### src/stop_reset_pkg.sv
// constants, types and timing figures for the stop/reset controller
// assumes a 200 MHz system clock and a 16-bit register port
package stop_reset_pkg;

    // ------------------------------------------------------------
    // timing, in microseconds, and the clock rate
    // ------------------------------------------------------------
    localparam int CLK_MHZ  = 200;
    localparam int TICK_US  = 64;      // one modulo-timer tick
    localparam int FILT_US  = 50;      // least reset-pin low time
    localparam int WDT_US   = 340000;  // watchdog expiry period
    localparam int WATCHDOG_RESET_OUT_US = 60;      // watchdog pin low time
    localparam int TICK_CYC  = TICK_US * CLK_MHZ;
    localparam int FILT_CYC  = FILT_US * CLK_MHZ;
    localparam int WDT_CYC   = WDT_US * CLK_MHZ;
    localparam int WATCHDOG_RESET_OUT_CYC = WATCHDOG_RESET_OUT_US * CLK_MHZ;

    // ------------------------------------------------------------
    // register map and reset values
    // ------------------------------------------------------------
    localparam logic [3:0] ADDR_TMOD   = 4'h0;
    localparam logic [3:0] ADDR_TCOUNT = 4'h1;
    localparam logic [3:0] ADDR_CTRL   = 4'h2;
    localparam logic [3:0] ADDR_STATUS = 4'h3;
    localparam logic [3:0] ADDR_DBUF   = 4'h4;
    localparam logic [3:0] ADDR_CARR_H = 4'h5;
    localparam logic [3:0] ADDR_CARR_L = 4'h6;
    localparam logic [3:0] ADDR_WINDOW = 4'h7;
    localparam int CTRL_WDT_CLR = 0;   // watchdog_clear_bit
    localparam int STAT_IRQ     = 0;   // timer_irq_flag, write 1 clears
    localparam int STAT_KEPT    = 1;   // last reset came in standby
    localparam logic [7:0]  TMOD_RST  = 8'hff;
    localparam logic [7:0]  TCOUNT_RST = 8'h00;
    localparam logic [15:0] DBUF_RST  = 16'h0320;
    localparam logic [3:0]  STOP_OPERAND = 4'h8;
    localparam logic [2:0]  SP_FAULT_MIN = 3'h6;

    // ------------------------------------------------------------
    // types
    // ------------------------------------------------------------
    typedef enum logic [1:0] {
        ST_RESET, ST_WAIT, ST_RUN, ST_STOP
    } mode_type;

    typedef struct packed {
        logic [3:0] port_a;   // wake_port_a_pins
        logic [3:0] port_b;   // wake_port_b_pins
    } wake_pins_type;

    typedef struct packed {
        logic [3:0]  addr;
        logic [15:0] wdata;
        logic        wr;
        logic        rd;
    } bus_req_type;

endpackage : stop_reset_pkg

### src/stop_reset_ctrl.sv
// stop-mode, wake-up wait and reset-source control for the core
// assumes synchronous pin inputs and a core that obeys core_run
`timescale 1ns/1ps
`default_nettype none
module stop_reset_ctrl
    import stop_reset_pkg::*;
#(
    parameter int TICK_CYCLES  = TICK_CYC,
    parameter int FILT_CYCLES  = FILT_CYC,
    parameter int WDT_CYCLES   = WDT_CYC,
    parameter int WATCHDOG_RESET_OUT_CYCLES = WATCHDOG_RESET_OUT_CYC
) (
    input  wire logic          clk,
    input  wire logic          rst_b,
    input  wire logic          reset_pin_n,
    input  wire logic          stop_exec,
    input  wire logic [3:0]    stop_operand,
    input  wire wake_pins_type wake_pins,
    input  wire logic [2:0]    stack_ptr,
    input  wire bus_req_type   bus_req,
    output var  logic [15:0]   bus_rdata,
    output var  logic          osc_enable,
    output var  logic          core_run,
    output var  logic          pc_clear,
    output var  logic          port_init,
    output var  logic          watchdog_reset_out_n,
    output var  logic          timer_irq_flag
);

    // ------------------------------------------------------------
    // parameter checks
    // ------------------------------------------------------------
    if (TICK_CYCLES < 1 || FILT_CYCLES < 1 || WDT_CYCLES < 2 ||
        WATCHDOG_RESET_OUT_CYCLES < 1) begin : g_bad_param
        $error("stop_reset_ctrl: cycle counts must be positive");
    end

    // ------------------------------------------------------------
    // state
    // ------------------------------------------------------------
    mode_type    mode_reg;
    logic [31:0] low_cnt_reg;
    logic [31:0] presc_reg;
    logic [7:0]  tcount_reg;
    logic [7:0]  timer_modulo_value;
    logic [31:0] wdt_cnt_reg;
    logic [31:0] watchdog_reset_out_cnt_reg;
    logic [15:0] data_buffer_word;
    logic [7:0]  carrier_high_modulo;
    logic [7:0]  carrier_low_modulo;
    logic [3:0]  window_reg;
    logic        kept_reg;
    logic [15:0] rd_data_reg;

    logic all_high, any_low, stop_ok, reset_hit, tick, match_tick;
    logic sp_fault, wdt_fault, fault, wake, in_reset, wr_ctrl, wr_stat;

    function automatic logic hit(input bus_req_type r,
                                 input logic [3:0] a);
        hit = r.wr && (r.addr == a);
    endfunction : hit

    // ------------------------------------------------------------
    // decoding of events
    // ------------------------------------------------------------
    assign all_high  = &{wake_pins.port_a, wake_pins.port_b};
    assign any_low   = !all_high;
    assign stop_ok   = stop_exec && (mode_reg == ST_RUN) &&
                       (stop_operand == STOP_OPERAND) && all_high;
    assign wake      = (mode_reg == ST_STOP) && any_low;
    assign reset_hit = !reset_pin_n &&
                       (low_cnt_reg == 32'(FILT_CYCLES));
    assign in_reset  = (mode_reg == ST_RESET);
    assign tick      = osc_enable && (presc_reg == 32'(TICK_CYCLES - 1));
    assign match_tick = tick && (tcount_reg == timer_modulo_value);
    assign sp_fault  = (mode_reg == ST_RUN) &&
                       (stack_ptr >= SP_FAULT_MIN);
    assign wdt_fault = (mode_reg == ST_RUN) &&
                       (wdt_cnt_reg == 32'(WDT_CYCLES - 1));
    assign fault     = !reset_hit && (sp_fault || wdt_fault);
    assign wr_ctrl   = hit(bus_req, ADDR_CTRL);
    assign wr_stat   = hit(bus_req, ADDR_STATUS);

    // oscillator and core controls
    assign osc_enable = (mode_reg == ST_WAIT) || (mode_reg == ST_RUN);
    assign core_run   = (mode_reg == ST_RUN);
    assign pc_clear   = in_reset || fault;
    assign port_init  = in_reset;

    // ------------------------------------------------------------
    // reset-pin low filter
    // ------------------------------------------------------------
    always_ff @(posedge clk or negedge rst_b) begin
        if (!rst_b) begin
            low_cnt_reg <= '0;
        end else if (reset_pin_n) begin
            low_cnt_reg <= '0;
        end else if (low_cnt_reg <= 32'(FILT_CYCLES)) begin
            low_cnt_reg <= low_cnt_reg + 32'd1;
        end
    end

    // ------------------------------------------------------------
    // mode sequencer
    // ------------------------------------------------------------
    always_ff @(posedge clk or negedge rst_b) begin
        if (!rst_b) begin
            mode_reg <= ST_RESET;
        end else if (reset_hit) begin
            mode_reg <= ST_RESET;
        end else begin
            case (mode_reg)
                ST_RESET: if (reset_pin_n) begin
                    mode_reg <= ST_WAIT;
                end
                ST_WAIT: if (match_tick) begin
                    mode_reg <= ST_RUN;
                end
                ST_RUN: if (stop_ok && !fault) begin
                    mode_reg <= ST_STOP;
                end
                ST_STOP: if (wake) begin
                    mode_reg <= ST_WAIT;
                end
                default: mode_reg <= ST_RESET;
            endcase
        end
    end

    // kept flag: last reset arrived while in standby
    always_ff @(posedge clk or negedge rst_b) begin
        if (!rst_b) begin
            kept_reg <= 1'b0;
        end else if (reset_hit && !in_reset) begin
            kept_reg <= (mode_reg == ST_STOP) ||
                        (mode_reg == ST_WAIT);
        end
    end

    // ------------------------------------------------------------
    // modulo timer: prescaler, count, flag
    // ------------------------------------------------------------
    always_ff @(posedge clk or negedge rst_b) begin
        if (!rst_b) begin
            presc_reg  <= '0;
            tcount_reg <= TCOUNT_RST;
        end else if (in_reset || wake) begin
            presc_reg  <= '0;
            tcount_reg <= TCOUNT_RST;
        end else if (tick) begin
            presc_reg  <= '0;
            tcount_reg <= match_tick ? TCOUNT_RST
                                     : tcount_reg + 8'h01;
        end else if (osc_enable) begin
            presc_reg  <= presc_reg + 32'd1;
        end
    end

    // flag: set wins over a software clear
    always_ff @(posedge clk or negedge rst_b) begin
        if (!rst_b) begin
            timer_irq_flag <= 1'b0;
        end else if (in_reset || wake) begin
            timer_irq_flag <= 1'b0;
        end else if (match_tick) begin
            timer_irq_flag <= 1'b1;
        end else if (wr_stat && bus_req.wdata[STAT_IRQ]) begin
            timer_irq_flag <= 1'b0;
        end
    end

    // ------------------------------------------------------------
    // watchdog counter and pin driver
    // ------------------------------------------------------------
    always_ff @(posedge clk or negedge rst_b) begin
        if (!rst_b) begin
            wdt_cnt_reg <= '0;
        end else if (in_reset || fault ||
                     (wr_ctrl && bus_req.wdata[CTRL_WDT_CLR])) begin
            wdt_cnt_reg <= '0;
        end else if (osc_enable) begin
            wdt_cnt_reg <= wdt_cnt_reg + 32'd1;  // held, not cleared, in stop
        end
    end

    always_ff @(posedge clk or negedge rst_b) begin
        if (!rst_b) begin
            watchdog_reset_out_cnt_reg        <= '0;
            watchdog_reset_out_n <= 1'b1;
        end else if (fault) begin
            watchdog_reset_out_cnt_reg        <= 32'(WATCHDOG_RESET_OUT_CYCLES - 1);
            watchdog_reset_out_n <= 1'b0;
        end else if (watchdog_reset_out_cnt_reg != '0) begin
            watchdog_reset_out_cnt_reg        <= watchdog_reset_out_cnt_reg - 32'd1;
        end else begin
            watchdog_reset_out_n <= 1'b1;
        end
    end

    // ------------------------------------------------------------
    // software registers
    // ------------------------------------------------------------
    always_ff @(posedge clk or negedge rst_b) begin
        if (!rst_b) begin
            timer_modulo_value <= TMOD_RST;
            data_buffer_word   <= DBUF_RST;
        end else if (in_reset) begin
            timer_modulo_value <= TMOD_RST;
            data_buffer_word   <= DBUF_RST;
        end else begin
            if (hit(bus_req, ADDR_TMOD)) begin
                timer_modulo_value <= bus_req.wdata[7:0];
            end
            if (hit(bus_req, ADDR_DBUF)) begin
                data_buffer_word <= bus_req.wdata;
            end
        end
    end

    // retained state: untouched by the reset pin
    always_ff @(posedge clk or negedge rst_b) begin
        if (!rst_b) begin
            carrier_high_modulo <= 8'h00;
            carrier_low_modulo  <= 8'h00;
            window_reg          <= 4'h0;
        end else if (!in_reset) begin
            if (hit(bus_req, ADDR_CARR_H)) begin
                carrier_high_modulo <= bus_req.wdata[7:0];
            end
            if (hit(bus_req, ADDR_CARR_L)) begin
                carrier_low_modulo <= bus_req.wdata[7:0];
            end
            if (hit(bus_req, ADDR_WINDOW)) begin
                window_reg <= bus_req.wdata[3:0];
            end
        end
    end

    // read data, valid only in the cycle after the read strobe
    always_comb begin
        case (bus_req.addr)
            ADDR_TMOD:   rd_data_reg = {8'h00, timer_modulo_value};
            ADDR_TCOUNT: rd_data_reg = {8'h00, tcount_reg};
            ADDR_STATUS: rd_data_reg = {12'h000, mode_reg, kept_reg,
                                        timer_irq_flag};
            ADDR_DBUF:   rd_data_reg = data_buffer_word;
            ADDR_CARR_H: rd_data_reg = {8'h00, carrier_high_modulo};
            ADDR_CARR_L: rd_data_reg = {8'h00, carrier_low_modulo};
            ADDR_WINDOW: rd_data_reg = {12'h000, window_reg};
            default:     rd_data_reg = 16'h0000;
        endcase
    end

    always_ff @(posedge clk or negedge rst_b) begin
        if (!rst_b) begin
            bus_rdata  <= 16'h0000;
        end else begin
            bus_rdata  <= bus_req.rd ? rd_data_reg : 16'h0000;
        end
    end

    // ------------------------------------------------------------
    // checks
    // ------------------------------------------------------------
    logic [8:0] wait_ticks_reg;  // ticks seen in the current wait
    always_ff @(posedge clk or negedge rst_b) begin
        if (!rst_b) begin
            wait_ticks_reg <= '0;
        end else if (mode_reg != ST_WAIT) begin
            wait_ticks_reg <= '0;
        end else if (tick) begin
            wait_ticks_reg <= wait_ticks_reg + 9'h001;
        end
    end

    property p_stop_osc;
        @(posedge clk) disable iff (!rst_b)
        mode_reg == ST_STOP && !wake && !reset_hit |=>
            !osc_enable && !core_run && mode_reg == ST_STOP;
    endproperty
    a_stop_osc: assert property (p_stop_osc)
        else $error("oscillator or core ran in stop");

    property p_wake;
        @(posedge clk) disable iff (!rst_b)
        mode_reg == ST_STOP && any_low && !reset_hit |=> mode_reg == ST_WAIT;
    endproperty
    a_wake: assert property (p_wake)
        else $error("wake pin low did not release stop");

    property p_stop_nop;
        @(posedge clk) disable iff (!rst_b)
        stop_exec && core_run && (!all_high ||
            stop_operand != STOP_OPERAND) && !fault && !reset_hit
            |=> core_run;
    endproperty
    a_stop_nop: assert property (p_stop_nop)
        else $error("refused stop halted the core");

    property p_release;
        @(posedge clk) disable iff (!rst_b)
        wake && !reset_hit |=> !timer_irq_flag && tcount_reg == 8'h00
            && presc_reg == '0;
    endproperty
    a_release: assert property (p_release)
        else $error("release left timer or flag uncleared");

    property p_wait_len;
        @(posedge clk) disable iff (!rst_b)
        mode_reg == ST_WAIT && match_tick && !reset_hit |->
            wait_ticks_reg == {1'b0, timer_modulo_value} ##1 core_run;
    endproperty
    a_wait_len: assert property (p_wait_len)
        else $error("wake wait was not modulo plus one ticks");

    property p_reset_filter;
        @(posedge clk) disable iff (!rst_b)
        $rose(in_reset) |-> $past(!reset_pin_n, 1) &&
            $past(low_cnt_reg) == 32'(FILT_CYCLES);
    endproperty
    a_reset_filter: assert property (p_reset_filter)
        else $error("reset taken before the filter time");

    property p_reset_state;
        @(posedge clk) disable iff (!rst_b)
        in_reset ##1 !in_reset |-> mode_reg == ST_WAIT &&
            timer_modulo_value == TMOD_RST && tcount_reg == TCOUNT_RST
            && wdt_cnt_reg == '0 && data_buffer_word == DBUF_RST;
    endproperty
    a_reset_state: assert property (p_reset_state)
        else $error("state after reset is wrong");

    property p_sp_fault;
        @(posedge clk) disable iff (!rst_b)
        sp_fault && !reset_hit |-> pc_clear ##1
            (!watchdog_reset_out_n && !$past(watchdog_reset_out_n, 2)
             || !watchdog_reset_out_n);
    endproperty
    a_sp_fault: assert property (p_sp_fault)
        else $error("stack fault did not pull watchdog pin");

    property p_wdt_fault;
        @(posedge clk) disable iff (!rst_b)
        wdt_fault && !reset_hit |-> pc_clear ##1
            !watchdog_reset_out_n [*2];
    endproperty
    a_wdt_fault: assert property (p_wdt_fault)
        else $error("watchdog expiry did not pull watchdog pin");

    c_stop_wake: cover property (@(posedge clk) disable iff (!rst_b)
        mode_reg == ST_STOP ##1 mode_reg == ST_WAIT ##[1:1000] core_run);
    c_reset_in_stop: cover property (@(posedge clk) disable iff (!rst_b)
        mode_reg == ST_STOP ##1 in_reset);
    c_wdt: cover property (@(posedge clk) disable iff (!rst_b)
        wdt_fault);

endmodule : stop_reset_ctrl
`default_nettype wire

### config.mk
export PLATFORM = sky130hd
export DESIGN_NAME = stop_reset_ctrl
export DESIGN_NICKNAME = d
export VERILOG_FILES = /design/src/stop_reset_pkg.sv /design/src/stop_reset_ctrl.sv
export SDC_FILE = /design/constraint.sdc
export NUM_CORES = 1
export LEC_CHECK = 0
export ABC_AREA = 1
export BUFFER_PORTS_ARGS = -buffer_cell sky130_fd_sc_hd__buf_2
export CAP_MARGIN = 0
export CORE_MARGIN = 3
export CORE_UTILIZATION = 51
export DETAILED_ROUTE_END_ITERATION = 10
export GPL_TIMING_DRIVEN = 1
export HOLD_SLACK_MARGIN = 0.08
export PLACE_DENSITY = 0.75
export SLEW_MARGIN = 20
export SYNTH_ARGS = -nofsm -noshare
export SYNTH_HDL_FRONTEND = slang
export SYNTH_SLANG_ARGS = --single-unit
### constraint.sdc
create_clock -name clk -period 3.35 [get_ports clk]
set_input_delay 0.67 -clock clk [delete_from_list [all_inputs] [get_ports clk]]
set_output_delay 0.67 -clock clk [all_outputs]
set_load 0.1 [all_outputs]
==> results.txt, run 1 <==
Peak supply drop -> 459 uV
Unrepaired setup endpoints after global routing -> false
Synth Area in Compound Gates -> 0.0749
Clk sinks -> 201
Crit. Startpoint -> wdt_cnt_reg[0]
Starting Density -> 0.531
Syn_nets -> 1494
Status -> finished clean
CTS clock-pin slew for the worst setup and hold paths -> 0.06 ns
Final Slew Violations -> 0
Synth cell types -> 51
Vias -> 9600
Post-CTS setup buffers -> 0
Fraction of registers with async set/reset -> 1.00
Diode count -> 0
Required @ worst endpoint -> 2.68 ns
Final hold viol count -> 0
Reg2reg setup slack -> 0.78 ns
Die extent in y -> 152 um
Synthesized flop and latch total -> 201
Mux contribution to synthesized area -> 0.000915
Worst path cell trace -> ha_1, inv_1, nor2_1, nand2_1, nor2_1, nand3_1, nand2_1, nand2_4, nand2_1, buf_12
Antenna violations before repair -> 0
Final setup fails -> 0
Layout cells sized above 1 -> 0.105
Setup_tns -> 0 ns
Final WL -> 25300 um
Rel. slew slack -> 0.606
Die area -> 23200 um^2
# DRC -> 0
Syn Inst Count -> 1441
Nets@finish -> 1570
Clock root buffer -> clkbuf_16
ANT nets after route -> 0
Cell area power density -> 482 nW/um^2
Synthesized area per cell -> 7.59 um^2
Fmax -> 337 MHz
Gr usage total -> 0.220
Core Rows -> 52
Longest Clk Path Bufs -> 3
Ys flop type -> dfrtp_1
H-tree level count -> 1
Main combinational cell family by area after synthesis -> simple AND/OR/NAND/NOR gates
Arrival time at the worst endpoint -> 2.30 ns
CP endpoint -> pc_clear
PortBufs -> 61
Cell at the slowest stage of the critical path -> dfrtp_1
WS Path Type -> reg2out
GP Congestion -> 0.931
Resize count post-CTS -> 0
Synth warn -> 0
Area of the mapped netlist -> 10900 um^2
Min-Delay Path Class -> in2async
DR vias/cell -> 5.32
Crit path max-delay family -> simple AND/OR/NAND/NOR gates
Number of cells on the critical path -> 10
Synthesized-area fraction occupied by and/or/nand/nor cells -> 0.324
Sequential share of the synthesized area -> 0.461
Clk_lat worst skew -> 0.53 ns
Fin crit share -> 0.886
First-pass GRT wire length -> 44000 um
GRT overflow -> 0
FF-to-FF path depth -> 13
Synth-to-Final Area Change -> 14.2%
Chip Width -> 152 um
Total power -> 6020 uW
Number of synthesized flops with an enable pin -> 0
CP Max Fanout -> 4
R2r endpoint -> tcount_reg[2]
CTS Hold Buffers Added -> 0
Worst setup SP type -> flop
DRT Pass-1 Iters -> 5
Wire per inst -> 14.0 um
Worst setup EP type -> output pin
Post-synthesis adder-cell area fraction -> 0.0137
CTS tree -> done
Most common cell on crit path -> nand2_1
Final Skew -> 0.0202 ns
Vias in the first global route -> 9324
Num CTS Buffers -> 24
Worst path max stage delay -> 0.39 ns
Worst r2r src -> mode_reg[0]
Initial drt markers -> 681
MaxCap Viol Count -> 0
Minimum clock period -> 2.97 ns
Largest net degree at the start of global routing -> 70
Num ports -> 63
P_leak -> 0.00624 uW
Post-synthesis xor/xnor area fraction -> 0.0448
Core area -> 20600 um^2
Worst Tran Pin Value -> 0.591 ns
DP Wirelength -> 18100 um
Buf/Inv on CP -> 2
## cells in the mapped netlist (8+ instances only)
cell type | number | area, um^2
nand2_1 | 314 | 1180
nor2_1 | 246 | 923
inv_1 | 194 | 728
dfrtp_1 | 189 | 4730
nand3_1 | 88 | 440
o21ai_0 | 76 | 380
nand4_1 | 50 | 313
xor2_1 | 47 | 412
nor3_1 | 45 | 225
a21oi_1 | 34 | 170
nand3b_1 | 16 | 120
clkbuf_1 | 13 | 48.8
dfstp_2 | 12 | 315
ha_1 | 12 | 150
nor3_2 | 12 | 120
xnor2_1 | 9 | 78.8
a31oi_1 | 8 | 50.1
buf_2 | 8 | 40.0
## layer usage
metal / vias up / routed length (um) / GRT usage / share of wire
li1: 4784 / - / - / -
met1: 4531 / 11500 / 0.306 / 0.45
met2: 237 / 12000 / 0.365 / 0.47
met3: 48 / 1320 / 0.0310 / 0.052
met4: 0 / 553 / 0.0569 / 0.022
met5: - / 0 / 0 / 0
## through the flow
step | utilization | std cells | hold slack (ns) | instance area [um^2] | worst slack, ns
floorplan | - | 1441 | 0.374 | 10900 | 0.111
global placement | 0.563 | 1761 | 0.458 | 11600 | 0.806
detailed placement | 0.563 | 1761 | 0.466 | 11600 | 0.783
CTS | 0.606 | 1805 | 0.172 | 12500 | 0.374
global route | 0.606 | 1805 | 0.187 | 12500 | 0.240
finish | 0.606 | 1805 | 0.153 | 12500 | 0.382
## worst register-to-register path, delay by kind of cell (launching register included)
kind / cells / cell delay (ns)
flip-flops: 1 / 0.43
buffers and inverters: 4 / 0.79
adder cells (fa/ha/maj): 1 / 0.51
AND/OR/NAND/NOR: 8 / 0.73
## report_power, final
group	internal [uW]	switching (uW)	leakage, uW	total (uW)
clock	1810	1030	0.000420	2840
sequential	2610	99.7	0.00264	2710
combinational	164	306	0.00319	470
total	4580	1440	0.00624	6020
## cell type report
cell class	instances	area (um^2)
Clock inverter	10	203
Timing Repair Buffer	75	459
Tap cell	270	338
Inverter	201	754
Clock buffer	34	678
Multi-Input combinational cell	1014	5020
Sequential cell	201	5040
Fill cell	1829	8130
## placed cells by master (no fill, tap or decap), types with 8 or more instances in the layout
cell,synthesis,layout
nor2_1,246,246
a31oi_1,8,8
clkbuf_16,0,24
buf_4,1,12
dfstp_2,12,12
xnor2_1,9,9
buf_2,8,59
nor3_2,12,12
a21oi_1,34,34
nand3b_1,16,16
inv_1,194,194
o21ai_0,76,76
nand4_1,50,50
dfrtp_1,189,189
nor3_1,45,45
xor2_1,47,47
ha_1,12,12
nand3_1,88,88
nand2_1,314,314
## cell families (layout without fill, tap and decap cells)
family,Yosys count,in the layout
AO/OA/AOI/OAI,147,147
XOR/XNOR,56,56
adder cells (fa/ha/maj),12,12
buffers and inverters,226,320
flip-flops,201,201
multiplexers,1,1
AND/OR/NAND/NOR,798,798
## worst min-delay path by stage
stage | slack, ns | to | cells after the start
6_report | 0.15 | watchdog_reset_out_cnt_reg[3] | 1
5_1_grt | 0.19 | watchdog_reset_out_cnt_reg[3] | 1
4_1_cts | 0.17 | presc_reg[9] | 1
3_5_place_dp | 0.47 | low_cnt_reg[14] | 2
3_3_place_gp | 0.46 | low_cnt_reg[23] | 2
2_1_floorplan | 0.37 | bus_rdata[0] | 0
Power figures use the tool's default switching activity.
==> run 2, diff against run 1 <==
CORE_MARGIN = not set   (was 3)
clock period = 3.6 ns   (was 3.35 ns; I/O delays follow)
==> run 2 against run 1 <==
- combinational power decreased by 8.3%
- count of clock-buffer cells in the layout increased by 1
- critical path depth decreased by 5
- global-route usage increased by 1.8 points
- clock skew decreased by 0.0042 ns
- sequential power decreased by 7%
- non-clock buffer count decreased by 2
- cell count decreased by 0.11%
- highest routed layer unchanged
==> results.txt, run 2 (synthesized netlist as in run 1, its figures left out) <==
Worst setup EP type -> output pin (unchanged)
Clk sinks -> 201 (unchanged)
Wire per inst -> 14.2 um (was 14.0 um)
Worst Tran Pin Value -> 0.792 ns (was 0.591 ns)
Clk_lat worst skew -> 0.51 ns (was 0.53 ns)
Antenna violations before repair -> 0 (unchanged)
Area of the multi-input gates -> 5020 um^2 (unchanged)
Num ports -> 63 (unchanged)
Crit path max-delay family -> buffers and inverters (was simple AND/OR/NAND/NOR gates)
Num CTS Buffers -> 22 (was 24)
Setup_tns -> 0 ns (unchanged)
Final setup fails -> 0 (unchanged)
P_leak -> 0.00616 uW (was 0.00624 uW)
CTS clock-pin slew for the worst setup and hold paths -> 0.06 ns (about the same)
H-tree level count -> 1 (unchanged)
Synth-to-Final Area Change -> 12.2% (was 14.2%)
Vias in the first global route -> 9160 (was 9324)
Fmax -> 317 MHz
Fin crit share -> 0.875
GP Congestion -> 0.910 (was 0.931)
Buf/Inv on CP -> 3 (was 2)
Cell at the slowest stage of the critical path -> buf_2 (was dfrtp_1)
Commonest non-fill, non-tap cells in the layout -> 314 x nand2_1, 246 x nor2_1, 194 x inv_1 (unchanged)
# fillers -> 1919 (was 1829)
PortBufs -> 61 (unchanged)
Most common cell on crit path -> inv_1 (was nand2_1)
Clock root buffer -> clkbuf_16 (unchanged)
# DRC -> 0 (unchanged)
Core area -> 21000 um^2 (was 20600 um^2)
Diode count -> 0 (unchanged)
CP Max Fanout -> 6 (was 4)
Resize count post-CTS -> 0 (unchanged)
CTS tree -> done (unchanged)
Final Skew -> 0.0161 ns (was 0.0202 ns)
First-pass GRT wire length -> 43300 um (was 44000 um)
DP Wirelength -> 18100 um (about the same)
Longest Clk Path Bufs -> 3 (unchanged)
Starting Density -> 0.521 (was 0.531)
Total power -> 5130 uW (was 6020 uW)
Peak supply drop -> 296 uV (was 459 uV)
ANT nets after route -> 0 (unchanged)
Final WL -> 25500 um (was 25300 um)
Worst setup SP type -> flop (unchanged)
GRT overflow -> 0 (unchanged)
Die extent in y -> 148 um (was 152 um)
Post-CTS setup buffers -> 0 (unchanged)
Reg2reg setup slack -> 1.07 ns (was 0.78 ns)
Initial drt markers -> 475 (was 681)
Required @ worst endpoint -> 2.88 ns (was 2.68 ns)
Min-Delay Path Class -> in2async (unchanged)
Flip-flop and latch area -> 5040 um^2 (unchanged)
Minimum clock period -> 3.15 ns
Final Util -> 0.584 (was 0.606)
Arrival time at the worst endpoint -> 2.43 ns (was 2.30 ns)
Vias -> 9564 (was 9600)
Worst path cell trace -> inv_1, ha_1, inv_1, nand2_1, buf_2 (was ha_1, inv_1, nor2_1, nand2_1, nor2_1, nand3_1, nand2_1, nand2_4, nand2_1, buf_12)
Gr usage total -> 0.238 (was 0.220)
DR vias/cell -> 5.30 (was 5.32)
CTS Hold Buffers Added -> 0 (unchanged)
Most common cell after layout, fill and taps aside -> nand2_1 (unchanged)
Nets@finish -> 1566 (was 1570)
Largest net degree at the start of global routing -> 95 (was 70)
Chip Width -> 148 um (was 152 um)
WS Path Type -> reg2out (unchanged)
Layout cells sized above 1 -> 0.101 (was 0.105)
Final hold viol count -> 0 (unchanged)
Rel. slew slack -> 0.472 (was 0.606)
Final Slew Violations -> 0 (unchanged)
Status -> finished clean (unchanged)
DRT Pass-1 Iters -> 5 (unchanged)
Worst path max stage delay -> 0.45 ns (was 0.39 ns)
MaxCap Viol Count -> 0 (unchanged)
Die area -> 22000 um^2 (was 23200 um^2)
Core Rows -> 53 (was 52)
Cell area power density -> 417 nW/um^2 (was 482 nW/um^2)
Unrepaired setup endpoints after global routing -> false (unchanged)
run 2: changes by cell type in the layout (fill, tap and decap cells not counted), moves of 2 or more:
cell,delta
buf_12,-2
clkbuf_8,+2
bufinv_16,-5
clkinvlp_4,-2
clkinv_8,-2
clkinv_2,+3
run 2: cell type report:
type                            count  share of cell area
Clock buffer                       35              0.0554
Clock inverter                      4             0.00163
Inverter                          201              0.0614
Multi-Input combinational cell   1014               0.409
Sequential cell                   201               0.411
Tap cell                          275              0.0280
Timing Repair Buffer               73              0.0339
run 2: final timing paths:
kind,depth (start not counted),to,startpoint
max in group asynchronous,2,timer_modulo_value[3],rst_b
worst max register to register,11,wdt_cnt_reg[24],mode_reg[0]
worst min register to register,2,low_cnt_reg[23],low_cnt_reg[23]
worst min-delay path,1,watchdog_reset_out_cnt_reg[1],rst_b
worst max-delay path,5,pc_clear,mode_reg[1]
min in group clk,3,data_buffer_word[11],bus_req[13]
run 2: where the power goes:
part / switching [uW] / total (uW) / internal, uW / leakage (uW)
registers: 91.7 / 2520 / 2430 / 0.00264
logic: 280 / 431 / 151 / 0.00317
clock network: 887 / 2180 / 1290 / 0.000349
run 2: per-layer routing:
layer,vias to the layer above,wire length (um),global-route usage
met3,55,1290,0.0344
met1,4475,11800,0.328
met5,-,0,0
li1,4771,-,-
met4,0,663,0.0711
met2,263,11800,0.389
run 2: worst reg2reg max path: cells and delay by family (launching register included):
kind | cells | cell delay, ns
xor+xnor | 1 | 0.14
fa+ha+maj | 1 | 0.53
buf+inv | 2 | 0.30
flops | 1 | 0.45
simple gates | 7 | 0.97
run 2: per-stage QoR:
step                cells  area (um^2)  setup WS (ns)  hold slack [ns]
finish               1803        12300          0.449            0.281
global route         1803        12300          0.324            0.342
CTS                  1803        12300          0.451            0.326
detailed placement   1764        11600          0.862            0.466
global placement     1764        11600          0.885            0.459
floorplan            1441        10900          0.311            0.424
==> run 3, diff against run 2 <==
ABC_AREA = not set   (was 1)
CORE_UTILIZATION = 54   (was 51)
PLACE_DENSITY = 0.78   (was 0.75)
==> run 3 against run 2 <==
- sequential share of layout area grew 3.7 points
- critical path type unchanged
- count of clock-buffer cells in the layout is 5 lower
- core utilization grew 5.8 points
==> results.txt, run 3 <==
Ys flop type -> dfrtp_1 (unchanged)
DRT Pass-1 Iters -> 6 (was 5)
Core area -> 17500 um^2 (was 21000 um^2)
Largest area contributor in the netlist -> dfrtp_1 (unchanged)
Fin crit share -> 0.971 (was 0.875)
First-pass GRT wire length -> 35000 um (was 43300 um)
Die area -> 18700 um^2 (was 22000 um^2)
Cell area power density -> 667 nW/um^2 (was 417 nW/um^2)
Final Slew Violations -> 0 (unchanged)
Worst setup EP type -> output pin (unchanged)
P_leak -> 0.00501 uW (was 0.00616 uW)
Num ports -> 63 (unchanged)
Clk sinks -> 201 (unchanged)
Starting Density -> 0.560 (was 0.521)
Post-synth top cells -> 189 x dfrtp_1, 131 x nor2_1, 75 x nand2_1 (was 314 x nand2_1, 246 x nor2_1, 194 x inv_1)
Chip Width -> 137 um (was 148 um)
Fmax -> 286 MHz (was 317 MHz)
Status -> finished clean (unchanged)
CP Max Fanout -> 12 (was 6)
Syn_nets -> 1016 (was 1494)
Commonest non-fill, non-tap cells in the layout -> 189 x dfrtp_1, 131 x nor2_1, 74 x nand2_1 (was 314 x nand2_1, 246 x nor2_1, 194 x inv_1)
Post-CTS setup buffers -> 0 (unchanged)
ANT nets after route -> 0 (unchanged)
Most common cell after layout, fill and taps aside -> dfrtp_1 (was nand2_1)
Sequential share of the synthesized area -> 0.514 (was 0.461)
Required @ worst endpoint -> 2.88 ns (about the same)
Antenna violations before repair -> 0 (unchanged)
Minimum clock period -> 3.49 ns (was 3.15 ns)
Num CTS Buffers -> 22 (unchanged)
Gr usage total -> 0.233 (was 0.238)
H-tree level count -> 1 (unchanged)
Synthesized area per cell -> 10.2 um^2 (was 7.59 um^2)
Synth warn -> 0 (unchanged)
CTS tree -> done (unchanged)
Largest net degree at the start of global routing -> 98 (was 95)
GRT overflow -> 0 (unchanged)
# DRC -> 0 (unchanged)
Longest Clk Path Bufs -> 3 (unchanged)
Final hold viol count -> 0 (unchanged)
Wire per inst -> 16.1 um (was 14.2 um)
Syn Inst Count -> 963 (was 1441)
Setup_tns -> 0 ns (unchanged)
Synthesized flop and latch total -> 201 (unchanged)
Number of synthesized flops with an enable pin -> 0 (unchanged)
Clock root buffer -> clkbuf_16 (unchanged)
Vias -> 7308 (was 9564)
Final Skew -> 0.0236 ns (was 0.0161 ns)
Synth-to-Final Area Change -> 14.6% (was 12.2%)
Rel. slew slack -> 0.410 (was 0.472)
FF-to-FF path depth -> 7 (was 11)
Die extent in y -> 137 um (was 148 um)
MaxCap Viol Count -> 0 (unchanged)
Final setup fails -> 0 (unchanged)
Min-Delay Path Class -> in2async (unchanged)
Clk_lat worst skew -> 0.52 ns (was 0.51 ns)
Diode count -> 0 (unchanged)
DR vias/cell -> 5.76 (was 5.30)
Vias in the first global route -> 7265 (was 9160)
DP Wirelength -> 13700 um (was 18100 um)
Post-route cell area -> 11300 um^2 (was 12300 um^2)
Nets@finish -> 1081 (was 1566)
Layout cells sized above 1 -> 0.172 (was 0.101)
Area of the mapped netlist -> 9820 um^2 (was 10900 um^2)
PortBufs -> 61 (unchanged)
Core Rows -> 48 (was 53)
Hold WS -> 0.293 ns (was 0.281 ns)
Placed Area -> 10400 um^2 (was 11600 um^2)
Peak supply drop -> 577 uV (was 296 uV)
Count leader, synth -> dfrtp_1 (was nand2_1)
Arrival time at the worst endpoint -> 2.77 ns (was 2.43 ns)
Final WL -> 20400 um (was 25500 um)
GP Congestion -> 0.800 (was 0.910)
WS Path Type -> reg2out (unchanged)
Yosys top cell area share -> 0.482 (was 0.432)
Initial drt markers -> 416 (was 475)
CTS clock-pin slew for the worst setup and hold paths -> 0.06 ns (about the same)
Synth top area cells -> dfrtp_1 48%, xnor2_1 5.4%, nor2_1 5.0%, xor2_1 3.6%, mux2_2 3.3% (was dfrtp_1 43%, nand2_1 11%, nor2_1 8.4%, inv_1 6.7%, nand3_1 4.0%)
Worst setup SP type -> flop (unchanged)
CTS Hold Buffers Added -> 0 (unchanged)
Worst Tran Pin Value -> 0.877 ns (was 0.792 ns)
Synth cell types -> 62 (was 51)
Fraction of registers with async set/reset -> 1.00 (unchanged)
-- run 3: report_power, final --
| group | total [uW] | internal [uW] | switching, uW |
|---|---|---|---|
| sequential | 2970 | 2650 | 323 |
| clock | 2440 | 1530 | 908 |
| combinational | 2090 | 733 | 1360 |
| total | 7500 | 4910 | 2590 |
-- run 3: kinds of logic (layout without fill, tap and decap cells) --
family | count (synthesis) | count (layout) | share of synthesized area
xor+xnor | 100 | 100 | 0.0892
fa+ha+maj | 12 | 12 | 0.0153
flops | 201 | 201 | 0.514
compound gates | 104 | 104 | 0.0711
mux | 36 | 36 | 0.0404
simple gates | 456 | 456 | 0.248
buf+inv | 54 | 135 | 0.0223
-- run 3: critical path, cell delays in order, from the launching register on --
cell,delay (ns)
dfrtp_1,0.44
inv_2,0.10
ha_2,0.22
nor4b_2,0.21
nand4_1,0.13
or4_4,0.54
a21o_4,0.30
nand2_2,0.13
buf_12,0.20
-- run 3: per-stage QoR --
step | power, uW | setup WS (ns) | instances | util
6_report | 7500 | 0.105 | 1269 | 0.642
5_1_grt | 7890 | -0.00909 | 1269 | 0.642
4_1_cts | 7560 | 0.0326 | 1269 | 0.642
2_1_floorplan | 4510 | 0.128 | 963 | -
3_3_place_gp | 5010 | 0.462 | 1229 | 0.595
3_5_place_dp | 5080 | 0.404 | 1229 | 0.595
-- run 3: layer usage --
layer / up-vias / wire length [um] / track usage
met5: - / 0 / 0
li1: 3545 / - / -
met2: 146 / 9540 / 0.376
met4: 0 / 437 / 0.0629
met1: 3578 / 9500 / 0.324
met3: 39 / 930 / 0.0422
-- run 3: final timing paths --
kind | slack, ns | to | startpoint
min in group clk | 0.42 | data_buffer_word[10] | bus_req[12]
min | 0.29 | watchdog_reset_out_cnt_reg[28] | rst_b
max | 0.11 | pc_clear | mode_reg[0]
min reg2reg | 0.49 | bus_rdata[13] | data_buffer_word[13]
max reg2reg | 0.76 | tcount_reg[0] | mode_reg[1]
max in group asynchronous | 2.49 | timer_modulo_value[1] | rst_b
-- run 3: final cells by class --
type / instances / area (um^2)
clock buffers: 30 / 641
clock inverters: 10 / 164
fillers: 1422 / 6280
inverters: 19 / 71.3
multi-input cells: 708 / 4600
flip-flops and latches: 201 / 5040
well taps: 225 / 282
repair buffers: 76 / 454
-- run 3: timing repair --
action	in CTS	in global routing
gates resized for setup	3	2
pin swaps	0	0
endpoints found under the setup margin	1	1
